<file path="config.mk">
export PLATFORM = sky130hd
export DESIGN_NAME = tmc_timer16
export DESIGN_NICKNAME = d
export VERILOG_FILES = /design/src/logic/tmc_pkg.sv /design/src/logic/tmc_timer16.sv
export SDC_FILE = /design/constraint.sdc
export NUM_CORES = 1
export LEC_CHECK = 0
export ABC_CLOCK_PERIOD_IN_PS = 4950
export BUFFER_PORTS_ARGS = -buffer_cell sky130_fd_sc_hd__buf_2
export CAP_MARGIN = 20
export CORE_UTILIZATION = 55
export CTS_CLUSTER_DIAMETER = 200
export DETAILED_ROUTE_END_ITERATION = 8
export PLACE_DENSITY = 0.72
export SYNTH_ARGS = -nofsm -noshare
export SYNTH_HDL_FRONTEND = slang
export SYNTH_SLANG_ARGS = --single-unit
</file>
<file path="constraint.sdc">
create_clock -name clk -period 4.95 [get_ports clk]
set_input_delay 0.7425 -clock clk [delete_from_list [all_inputs] [get_ports clk]]
set_output_delay 0.7425 -clock clk [all_outputs]
set_load 0.02 [all_outputs]
</file>
<file path="src/logic/tmc_pkg.sv">
// package: register offsets, field positions and timing counts for the timer
package tmc_pkg;

  // ****************************************
  // register offsets on the i/o port
  // ****************************************
  localparam logic [3:0] OFS_CTRL_A = 4'h0;
  localparam logic [3:0] OFS_CTRL_B = 4'h1;
  localparam logic [3:0] OFS_COUNT_LOW = 4'h2;
  localparam logic [3:0] OFS_COUNT_HIGH = 4'h3;
  localparam logic [3:0] OFS_CMP_A_LOW = 4'h4;
  localparam logic [3:0] OFS_CMP_A_HIGH = 4'h5;
  localparam logic [3:0] OFS_CMP_B_LOW = 4'h6;
  localparam logic [3:0] OFS_CMP_B_HIGH = 4'h7;
  localparam logic [3:0] OFS_CAPT_LOW = 4'h8;
  localparam logic [3:0] OFS_CAPT_HIGH = 4'h9;
  localparam logic [3:0] OFS_FLAGS = 4'hA;

  // ****************************************
  // field positions
  // ****************************************
  localparam int POS_FILTER_EN = 7;
  localparam int POS_EDGE_SEL = 6;
  localparam int POS_RESERVED_B = 5;
  localparam int POS_WAVE_HI = 3;
  localparam int POS_CLK_SEL = 0;
  localparam int POS_FORCE_LO = 2;
  localparam int POS_FLAG_OVF = 7;
  localparam int POS_FLAG_CMPA = 6;
  localparam int POS_FLAG_CMPB = 5;
  localparam int POS_FLAG_CAPT = 3;

  // ****************************************
  // reset values
  // ****************************************
  localparam logic [7:0] RST_CTRL = 8'h00;
  localparam logic [15:0] RST_WORD = 16'h0000;

  // ****************************************
  // counting limits and prescaler taps
  // ****************************************
  localparam logic [15:0] TOP_MAX = 16'hFFFF;
  localparam logic [15:0] TOP_8BIT = 16'h00FF;
  localparam logic [15:0] TOP_9BIT = 16'h01FF;
  localparam logic [15:0] TOP_10BIT = 16'h03FF;
  localparam logic [9:0] DIV8_MASK = 10'h007;
  localparam logic [9:0] DIV64_MASK = 10'h03F;
  localparam logic [9:0] DIV256_MASK = 10'h0FF;
  localparam logic [9:0] DIV1024_MASK = 10'h3FF;
  localparam int FILTER_SAMPLES = 4;

  // waveform families
  typedef enum logic [2:0] {
    TMC_NORMAL,
    TMC_CLEAR_ON_MATCH,
    TMC_PHASE,
    TMC_PHASE_FREQ,
    TMC_FAST
  } tmc_family_t;

  // where the top value comes from
  typedef enum logic [1:0] {
    TMC_TOP_FIXED,
    TMC_TOP_CMPA,
    TMC_TOP_CAPT
  } tmc_top_src_t;

endpackage : tmc_pkg

</file>
<file path="src/logic/tmc_timer16.sv">
// 16-bit timer core: mode decode, clock select, capture, compare, byte latch
// Notes on behaviour
// RL1: four mode bits from both controls; 13 reserved
// RL2: mode 0 counts to 0xFFFF, immediate, overflow at max
// RL3: modes 4,12 clear at compare A or capture
// RL4: phase correct: fixed or register top, bottom overflow
// RL5: fast modes: top update, overflow at top
// RL6: modes 8,9 update and overflow at bottom
// RL7: filter needs four equal samples before change
// RL8: edge select: zero falling, one rising
// RL9: capture copies count and sets capture flag
// RL10: capture off when capture register is top
// RL11: software writes zero to reserved control bit
// RL12: clock select stop, direct, prescaled divides
// RL13: codes 110/111 count external falling/rising edges
// RL14: external pin counts even when driven locally
// RL15: sixteen-bit access through one shared high latch
// RL16: count write blocks next tick's compare matches
// RL17: both compare registers compared with count continuously
// RL18: compare flag sets on tick after equality
// RL19: flags clear on vector or written one
// RL20: software never selects reserved mode
module tmc_timer16 (
  input wire logic clk,
  input wire logic arst_n,
  input wire logic [3:0] ioAddr,
  input wire logic ioWrEn,
  input wire logic ioRdEn,
  input wire logic [7:0] ioWrData,
  output logic [7:0] ioRdData,
  input wire logic [3:0] vecAck,
  input wire logic capturePin,
  input wire logic extCountPin,
  output logic overflowFlag,
  output logic compareAFlag,
  output logic compareBFlag,
  output logic captureFlag,
  output logic compareAMatch,
  output logic compareBMatch
);
  import tmc_pkg::*;

  // ****************************************
  // state
  // ****************************************
  typedef struct packed {
    logic [7:0] ctrlA;
    logic [7:0] ctrlB;
    logic [15:0] count;
    logic [15:0] cmpA;
    logic [15:0] cmpB;
    logic [15:0] cmpABuf;
    logic [15:0] cmpBBuf;
    logic [15:0] capt;
    logic [7:0] temp;
    logic [7:0] flags;
    logic [9:0] presc;
    logic countDown;
    logic blockMatch;
    logic [1:0] capSync;
    logic [1:0] extSync;
    logic extPrev;
    logic [FILTER_SAMPLES-2:0] capHist;
    logic capLevel;
    logic [7:0] rdData;
    logic matchA;
    logic matchB;
  } tmc_state_t;

  tmc_state_t q;
  tmc_state_t d;

  logic [3:0] waveMode;
  tmc_family_t family;
  tmc_top_src_t topSrc;
  logic [15:0] fixedTop;
  logic [15:0] topValue;
  logic [2:0] clkSourceSel;
  logic tick;
  logic atTop;
  logic atBottom;
  logic updateBuf;
  logic setOvf;
  logic captureOn;
  logic capRaw;
  logic capNext;
  logic capEdge;
  logic extRise;
  logic extFall;
  logic [7:0] flagSet;
  logic [7:0] flagClr;

  // ****************************************
  // mode decode
  // ****************************************
  // mode formed from two bits of each control register
  assign waveMode = {q.ctrlB[POS_WAVE_HI+1:POS_WAVE_HI], q.ctrlA[1:0]}; // RL1
  assign clkSourceSel = q.ctrlB[POS_CLK_SEL+2:POS_CLK_SEL];

  // family, top source and fixed top for every code
  always_comb begin
    family = TMC_NORMAL;
    topSrc = TMC_TOP_FIXED;
    fixedTop = TOP_MAX; // RL2
    unique case (waveMode)
      4'h0: family = TMC_NORMAL; // RL2
      4'h1, 4'h2, 4'h3: family = TMC_PHASE; // RL4
      4'h4: begin
        family = TMC_CLEAR_ON_MATCH; // RL3
        topSrc = TMC_TOP_CMPA;
      end
      4'h5, 4'h6, 4'h7: family = TMC_FAST; // RL5
      4'h8: begin
        family = TMC_PHASE_FREQ; // RL6
        topSrc = TMC_TOP_CAPT;
      end
      4'h9: begin
        family = TMC_PHASE_FREQ; // RL6
        topSrc = TMC_TOP_CMPA;
      end
      4'hA: begin
        family = TMC_PHASE; // RL4
        topSrc = TMC_TOP_CAPT;
      end
      4'hB: begin
        family = TMC_PHASE; // RL4
        topSrc = TMC_TOP_CMPA;
      end
      4'hC: begin
        family = TMC_CLEAR_ON_MATCH; // RL3
        topSrc = TMC_TOP_CAPT;
      end
      // reserved code just runs as normal; software must avoid it
      4'hD: family = TMC_NORMAL; // RL20
      4'hE: begin
        family = TMC_FAST; // RL5
        topSrc = TMC_TOP_CAPT;
      end
      4'hF: begin
        family = TMC_FAST; // RL5
        topSrc = TMC_TOP_CMPA;
      end
    endcase
    // low two bits pick the 8, 9 or 10 bit fixed top
    if (waveMode[3] == 1'b0 && waveMode[1:0] != 2'b00) begin
      unique case (waveMode[1:0])
        2'b01: fixedTop = TOP_8BIT; // RL4
        2'b10: fixedTop = TOP_9BIT; // RL4
        default: fixedTop = TOP_10BIT; // RL4
      endcase
    end
  end

  // top value from the selected source
  always_comb begin
    unique case (topSrc)
      TMC_TOP_CMPA: topValue = q.cmpA; // RL3
      TMC_TOP_CAPT: topValue = q.capt; // RL3
      default: topValue = fixedTop;
    endcase
  end

  // ****************************************
  // clock select
  // ****************************************
  // pin is sampled regardless of its port direction
  assign extRise = q.extSync[1] & ~q.extPrev; // RL14
  assign extFall = ~q.extSync[1] & q.extPrev; // RL14

  // one-cycle count enable from the prescaler or the pin
  always_comb begin
    unique case (clkSourceSel)
      3'b000: tick = 1'b0; // RL12
      3'b001: tick = 1'b1; // RL12
      3'b010: tick = &(q.presc | ~DIV8_MASK); // RL12
      3'b011: tick = &(q.presc | ~DIV64_MASK); // RL12
      3'b100: tick = &(q.presc | ~DIV256_MASK); // RL12
      3'b101: tick = &(q.presc | ~DIV1024_MASK); // RL12
      3'b110: tick = extFall; // RL13
      3'b111: tick = extRise; // RL13
    endcase
  end

  assign atTop = (q.count == topValue);
  assign atBottom = (q.count == RST_WORD);

  // ****************************************
  // capture path
  // ****************************************
  // capture register used as top disconnects the pin
  assign captureOn = (topSrc != TMC_TOP_CAPT); // RL10
  assign capRaw = q.capSync[1];

  // filter only moves after a run of equal samples
  always_comb begin
    capNext = capRaw;
    if (q.ctrlB[POS_FILTER_EN]) begin
      capNext = q.capLevel;
      if (&{q.capHist, capRaw} || ~|{q.capHist, capRaw}) begin
        capNext = capRaw; // RL7
      end
    end
  end

  // edge select picks polarity of the filtered level
  assign capEdge = (capNext != q.capLevel) &&
    (capNext == q.ctrlB[POS_EDGE_SEL]); // RL8

  // ****************************************
  // next state
  // ****************************************
  always_comb begin
    d = q;
    flagSet = 8'h00;
    flagClr = 8'h00;
    updateBuf = 1'b0;
    setOvf = 1'b0;
    d.presc = q.presc + 10'h001;
    d.capSync = {q.capSync[0], capturePin};
    d.extSync = {q.extSync[0], extCountPin};
    d.extPrev = q.extSync[1];
    d.capHist = {q.capHist[FILTER_SAMPLES-3:0], capRaw};
    d.capLevel = capNext;
    d.matchA = 1'b0;
    d.matchB = 1'b0;

    // counting sequence per family
    if (tick) begin
      d.blockMatch = 1'b0;
      unique case (family)
        TMC_NORMAL, TMC_CLEAR_ON_MATCH: begin
          d.count = atTop ? RST_WORD : q.count + 16'h0001; // RL3
          setOvf = (q.count == TOP_MAX); // RL2
          if (family == TMC_CLEAR_ON_MATCH && topSrc == TMC_TOP_CAPT &&
              atTop) begin
            flagSet[POS_FLAG_CAPT] = 1'b1;
          end
        end
        TMC_FAST: begin
          d.count = atTop ? RST_WORD : q.count + 16'h0001;
          setOvf = atTop; // RL5
          updateBuf = atTop; // RL5
          if (topSrc == TMC_TOP_CAPT && atTop) begin
            flagSet[POS_FLAG_CAPT] = 1'b1;
          end
        end
        default: begin
          // dual slope: turn round at top and at bottom
          if (!q.countDown && atTop) begin
            d.countDown = 1'b1;
            d.count = q.count - 16'h0001;
          end else if (q.countDown && atBottom) begin
            d.countDown = 1'b0;
            d.count = q.count + 16'h0001;
          end else if (q.countDown) begin
            d.count = q.count - 16'h0001;
          end else begin
            d.count = q.count + 16'h0001;
          end
          setOvf = q.countDown && atBottom; // RL4 RL6
          if (family == TMC_PHASE) begin
            updateBuf = !q.countDown && atTop; // RL4
          end else begin
            updateBuf = q.countDown && atBottom; // RL6
          end
          if (topSrc == TMC_TOP_CAPT && !q.countDown && atTop) begin
            flagSet[POS_FLAG_CAPT] = 1'b1;
          end
        end
      endcase
      // equality seen during the previous timer cycle raises the flag
      if (!q.blockMatch && q.count == q.cmpA) begin
        flagSet[POS_FLAG_CMPA] = 1'b1; // RL17 RL18
        d.matchA = 1'b1;
      end
      if (!q.blockMatch && q.count == q.cmpB) begin
        flagSet[POS_FLAG_CMPB] = 1'b1; // RL17 RL18
        d.matchB = 1'b1;
      end
    end
    flagSet[POS_FLAG_OVF] = setOvf;

    // double-buffered compare values load at the update point
    if (updateBuf) begin
      d.cmpA = q.cmpABuf; // RL4 RL5 RL6
      d.cmpB = q.cmpBBuf;
    end

    // capture takes the count as it stands
    if (captureOn && capEdge) begin
      d.capt = q.count; // RL9
      flagSet[POS_FLAG_CAPT] = 1'b1; // RL9
    end

    // vector acknowledge clears the matching flag
    flagClr[POS_FLAG_OVF] = vecAck[0]; // RL19
    flagClr[POS_FLAG_CMPA] = vecAck[1]; // RL19
    flagClr[POS_FLAG_CMPB] = vecAck[2]; // RL19
    flagClr[POS_FLAG_CAPT] = vecAck[3]; // RL19

    // register writes; low byte commits the latched high byte
    if (ioWrEn) begin
      unique case (ioAddr)
        OFS_CTRL_A: d.ctrlA = ioWrData;
        OFS_CTRL_B: d.ctrlB = ioWrData;
        OFS_COUNT_HIGH, OFS_CMP_A_HIGH, OFS_CMP_B_HIGH,
        OFS_CAPT_HIGH: d.temp = ioWrData; // RL15
        OFS_COUNT_LOW: begin
          d.count = {q.temp, ioWrData}; // RL15
          d.blockMatch = 1'b1; // RL16
        end
        OFS_CMP_A_LOW: begin
          d.cmpABuf = {q.temp, ioWrData}; // RL15
          if (family == TMC_NORMAL || family == TMC_CLEAR_ON_MATCH) begin
            d.cmpA = {q.temp, ioWrData}; // RL2 RL3
          end
        end
        OFS_CMP_B_LOW: begin
          d.cmpBBuf = {q.temp, ioWrData}; // RL15
          if (family == TMC_NORMAL || family == TMC_CLEAR_ON_MATCH) begin
            d.cmpB = {q.temp, ioWrData}; // RL2 RL3
          end
        end
        OFS_CAPT_LOW: d.capt = {q.temp, ioWrData}; // RL15
        OFS_FLAGS: flagClr = flagClr | ioWrData; // RL19
        default: ;
      endcase
    end
    // a new event wins over a clear in the same cycle
    d.flags = ((q.flags & ~flagClr) | flagSet) &
      {1'b1, 1'b1, 1'b1, 1'b0, 1'b1, 3'b000};

    // reads: count and capture low byte reads park the high byte in the latch
    d.rdData = 8'h00;
    if (ioRdEn) begin
      unique case (ioAddr)
        // force strobes read zero, reserved bit reads zero
        OFS_CTRL_A: d.rdData = {q.ctrlA[7:POS_FORCE_LO+2], 2'b00,
          q.ctrlA[1:0]};
        OFS_CTRL_B: d.rdData = q.ctrlB & ~(8'h01 << POS_RESERVED_B); // RL11
        OFS_COUNT_LOW: begin
          d.rdData = q.count[7:0]; // RL15
          d.temp = q.count[15:8];
        end
        OFS_CAPT_LOW: begin
          d.rdData = q.capt[7:0]; // RL15
          d.temp = q.capt[15:8];
        end
        OFS_CMP_A_LOW: d.rdData = q.cmpABuf[7:0];
        OFS_CMP_A_HIGH: d.rdData = q.cmpABuf[15:8];
        OFS_CMP_B_LOW: d.rdData = q.cmpBBuf[7:0];
        OFS_CMP_B_HIGH: d.rdData = q.cmpBBuf[15:8];
        OFS_COUNT_HIGH, OFS_CAPT_HIGH: d.rdData = q.temp; // RL15
        OFS_FLAGS: d.rdData = q.flags;
        default: d.rdData = 8'h00;
      endcase
    end
  end

  // ****************************************
  // registers
  // ****************************************
  // whole state held in one register bank
  always_ff @(posedge clk or negedge arst_n) begin
    if (!arst_n) begin
      q <= '0;
    end else begin
      q <= d;
    end
  end

  // outputs straight from flip-flops
  assign ioRdData = q.rdData;
  assign overflowFlag = q.flags[POS_FLAG_OVF];
  assign compareAFlag = q.flags[POS_FLAG_CMPA];
  assign compareBFlag = q.flags[POS_FLAG_CMPB];
  assign captureFlag = q.flags[POS_FLAG_CAPT];
  assign compareAMatch = q.matchA;
  assign compareBMatch = q.matchB;

endmodule : tmc_timer16

</file>
==> results.yml <==
pwr:
  total_power_w: 0.00525
  powerDensity_nw_per_um2: 493
  peakVddDrop_mv: 0.290
  p_leak_nw: 4.57
worst_setup_path:
  crit_arrival_ns: 4.99
  start_kind: "register"
  rr_worst_depth: 15
  cp_max_fo: 36
  critPathRequiredTime_ns: 5.28
  r2r_start: "q[152]$_DFFE_PN0P_"
  end_kind: "register"
  r2r-end: "q[96]$_DFF_PN0_"
  critPathKind: "reg2reg"
  r2r_setup_slack_ns: 0.29
detailed_routing:
  via_count: 8588
  antenna_left: 0
  vias_per_cell: 6.75
  drc: 0
  first_iter_violations: 1126
  drtPass1Iterations: 6
  drt_wl_total_um: 31100
  wl_per_cell_um: 24.4
timing:
  slew_viol_final: 0
  max_freq_mhz: 215
  slew_headroom_pct: 27.8
  fin_crit_ns: 4.66
  skew_ns: 0.0125
  post-route-worst-setup-slack_ns: 0.289
  worst_slew_pin_slew_ns: 1.08
  tns_ns: 0
  finalCritPeriodShare_pct: 94.2
  final-hold-violation-count: 0
  setup_viol: 0
  grt_setup_unrepaired: "false"
die:
  rows: 48
  io_pins: 36
  fp.coreArea_um2: 17400
  chipWidth_um: 136
  initial_core_util_pct: 56.5
  die_area_um2: 18400
  die_h_um: 136
yosys:
  seq_area_frac_synth_pct: 38.8
  ys_ff_latch: 152
  async_flop_share_pct: 100
  synth_area_um2: 9810
  syn_area_per_cell_um2: 9.23
  synth_flop_cell: "dfrtp_1"
  synth.distinct_cells: 80
  yosys.area.top_type: "dfrtp_1"
  synth-edff-count: 0
  synth.area.top_cells: "dfrtp_1, mux2i_1, mux2_2"
  syn_inst: 1063
  postSynthNetCount: 1096
  yosys_warnings: 0
  synth_top_area_share_pct: 38.8
cts:
  cts_tree: "yes"
  clk_latency_ns: 0.44
  clk_path_buf_depth: 2
  cts_root_buffer: "clkbuf_16"
  cts_hold_buffers: 0
  cts_sinks: 152
  htreeDepth: 4
  clk_pin_slew_ns: 0.07
  cts_buffers: 17
global_route:
  antenna_found_initial: 0
  overflow: 0
  grt_pass1_wl_um: 47100
  grt_pass1_vias: 8001
  grt_start_max_net_pins: 56
  gr-usage-all-layers_pct: 35.2
place:
  place_ws_ns: 0.355
  dpl.hpwl_um: 20900
  io_buffers: 35
  routabilityCongestion: 0.988
  postPlaceCellArea_um2: 9960
layout:
  fin_nets: 1068
  syn_to_final_growth_pct: 8.41
  antennaDiodeCount: 0
  nFillCells: 1500
  drive_above_1_share_pct: 16.0
  fin_area_um2: 10600
run:
  max_cap_viol_count: 0
min_path:
  hold_class: "in2async"
status:
  status: "completed"
-- metrics by stage --
| step | std cells | hold WS, ns | utilization [%] |
|---|---|---|---|
| 6_report | 1273 | 0.234 | 61.3 |
| 3_3_place_gp | 1239 | 0.332 | 57.3 |
| 3_5_place_dp | 1240 | 0.335 | 57.4 |
| 5_1_grt | 1273 | 0.274 | 61.3 |
| 4_1_cts | 1272 | 0.263 | 61.0 |
| 2_1_floorplan | 1063 | 0.331 | - |
-- worst max path at each step --
stage	start	to	cells past startpoint
after floorplan	q[151]$_DFFE_PN0P_	q[112]$_DFF_PN0_	18
after CTS	q[152]$_DFFE_PN0P_	q[100]$_DFF_PN0_	15
after global routing	q[152]$_DFFE_PN0P_	q[100]$_DFF_PN0_	15
after global placement	q[152]$_DFFE_PN0P_	q[116]$_DFF_PN0_	16
after detailed placement	q[151]$_DFFE_PN0P_	q[96]$_DFF_PN0_	15
final	q[152]$_DFFE_PN0P_	q[96]$_DFF_PN0_	15
-- report_power, final --
| part | total, W | internal [W] | switching [W] | leakage, nW |
|---|---|---|---|---|
| combinational | 0.00185 | 0.000747 | 0.00110 | 2.53 |
| sequential | 0.00200 | 0.00150 | 0.000504 | 1.73 |
| clock | 0.00139 | 0.000772 | 0.000622 | 0.302 |
-- cell type report --
class                           count  area (um^2)  share of cell area, %
Timing Repair Buffer               56          354                   3.33
Clock buffer                       17          425                   4.00
Clock inverter                     15          200                   1.88
Multi-Input combinational cell    791         5510                   51.8
Tap cell                          225          282                   2.65
Inverter                           17         63.8                  0.600
Sequential cell                   152         3800                   35.8
-- cell families (layout without fill, tap and decap cells) --
| family | Yosys count | after routing | synth area share [%] |
|---|---|---|---|
| DFF | 152 | 152 | 38.8 |
| adders and majority gates | 11 | 11 | 1.40 |
| AOI/OAI and AO/OA | 235 | 235 | 18.0 |
| muxes | 124 | 124 | 13.3 |
| buffers and inverters | 120 | 105 | 5.69 |
| xor gates and xnor gates | 51 | 51 | 4.55 |
| and+or+nand+nor | 370 | 370 | 18.3 |
-- flip-flops by register name (all words and copies together) (netlist names) --
register,cells
q,129
ioRdData,8
d,5
clkSourceSel,3
capRaw,1
captureFlag,1
compareAFlag,1
compareAMatch,1
compareBFlag,1
compareBMatch,1
overflowFlag,1
-- cells in the mapped netlist (all sizes together), types with 24 or more instances --
cell    number
nor2        92
mux2        50
a21oi       36
xor2        37
nand2      114
nand3       58
nor3        24
mux2i       74
dfrtp      152
clkbuf      71
a211o       30
buf         32
o21ai       52
-- worst max-delay path, stage by stage (launching register included) --
cell,delay [ns]
dfrtp_1,0.41
inv_1,0.14
ha_1,0.41
nand2_1,0.09
o21ai_0,0.24
inv_1,0.08
ha_2,0.49
nor3b_4,0.48
a21oi_1,0.16
xnor2_1,0.28
o2111ai_2,0.34
nor4_2,0.48
a221oi_4,0.12
buf_4,0.33
mux2i_1,0.18
a211o_1,0.29
-- layout by cell type, fill, tap and decap left out, types with 14 or more instances in the layout --
cell type,count
a211o_1,30
a21oi_1,36
and3_1,19
buf_2,34
buf_4,19
clkbuf_16,17
dfrtp_1,152
inv_1,16
mux2_2,50
mux2i_1,74
nand2_1,114
nand3_1,58
nor2_1,90
nor3_1,22
o21ai_0,51
xnor2_1,14
xor2_1,37
-- routing by layer --
layer  wire, um  share of wire, %  GRT usage [%]  up-vias
met1      12500                40           46.4     4188
met2      13800                44           53.7      506
li1           -                 -              -     3799
met4       1500               4.8           17.8        0
met5          0                 0              0        -
met3       3210                10           8.87       95
-- what timing repair did --
action,4_1_cts,5_1_grt
endpoints found under the setup margin,0,28
endpoints found under the hold margin,0,0
resized for setup,0,7
buffers inserted,0,0
Power figures use the tool's default switching activity.
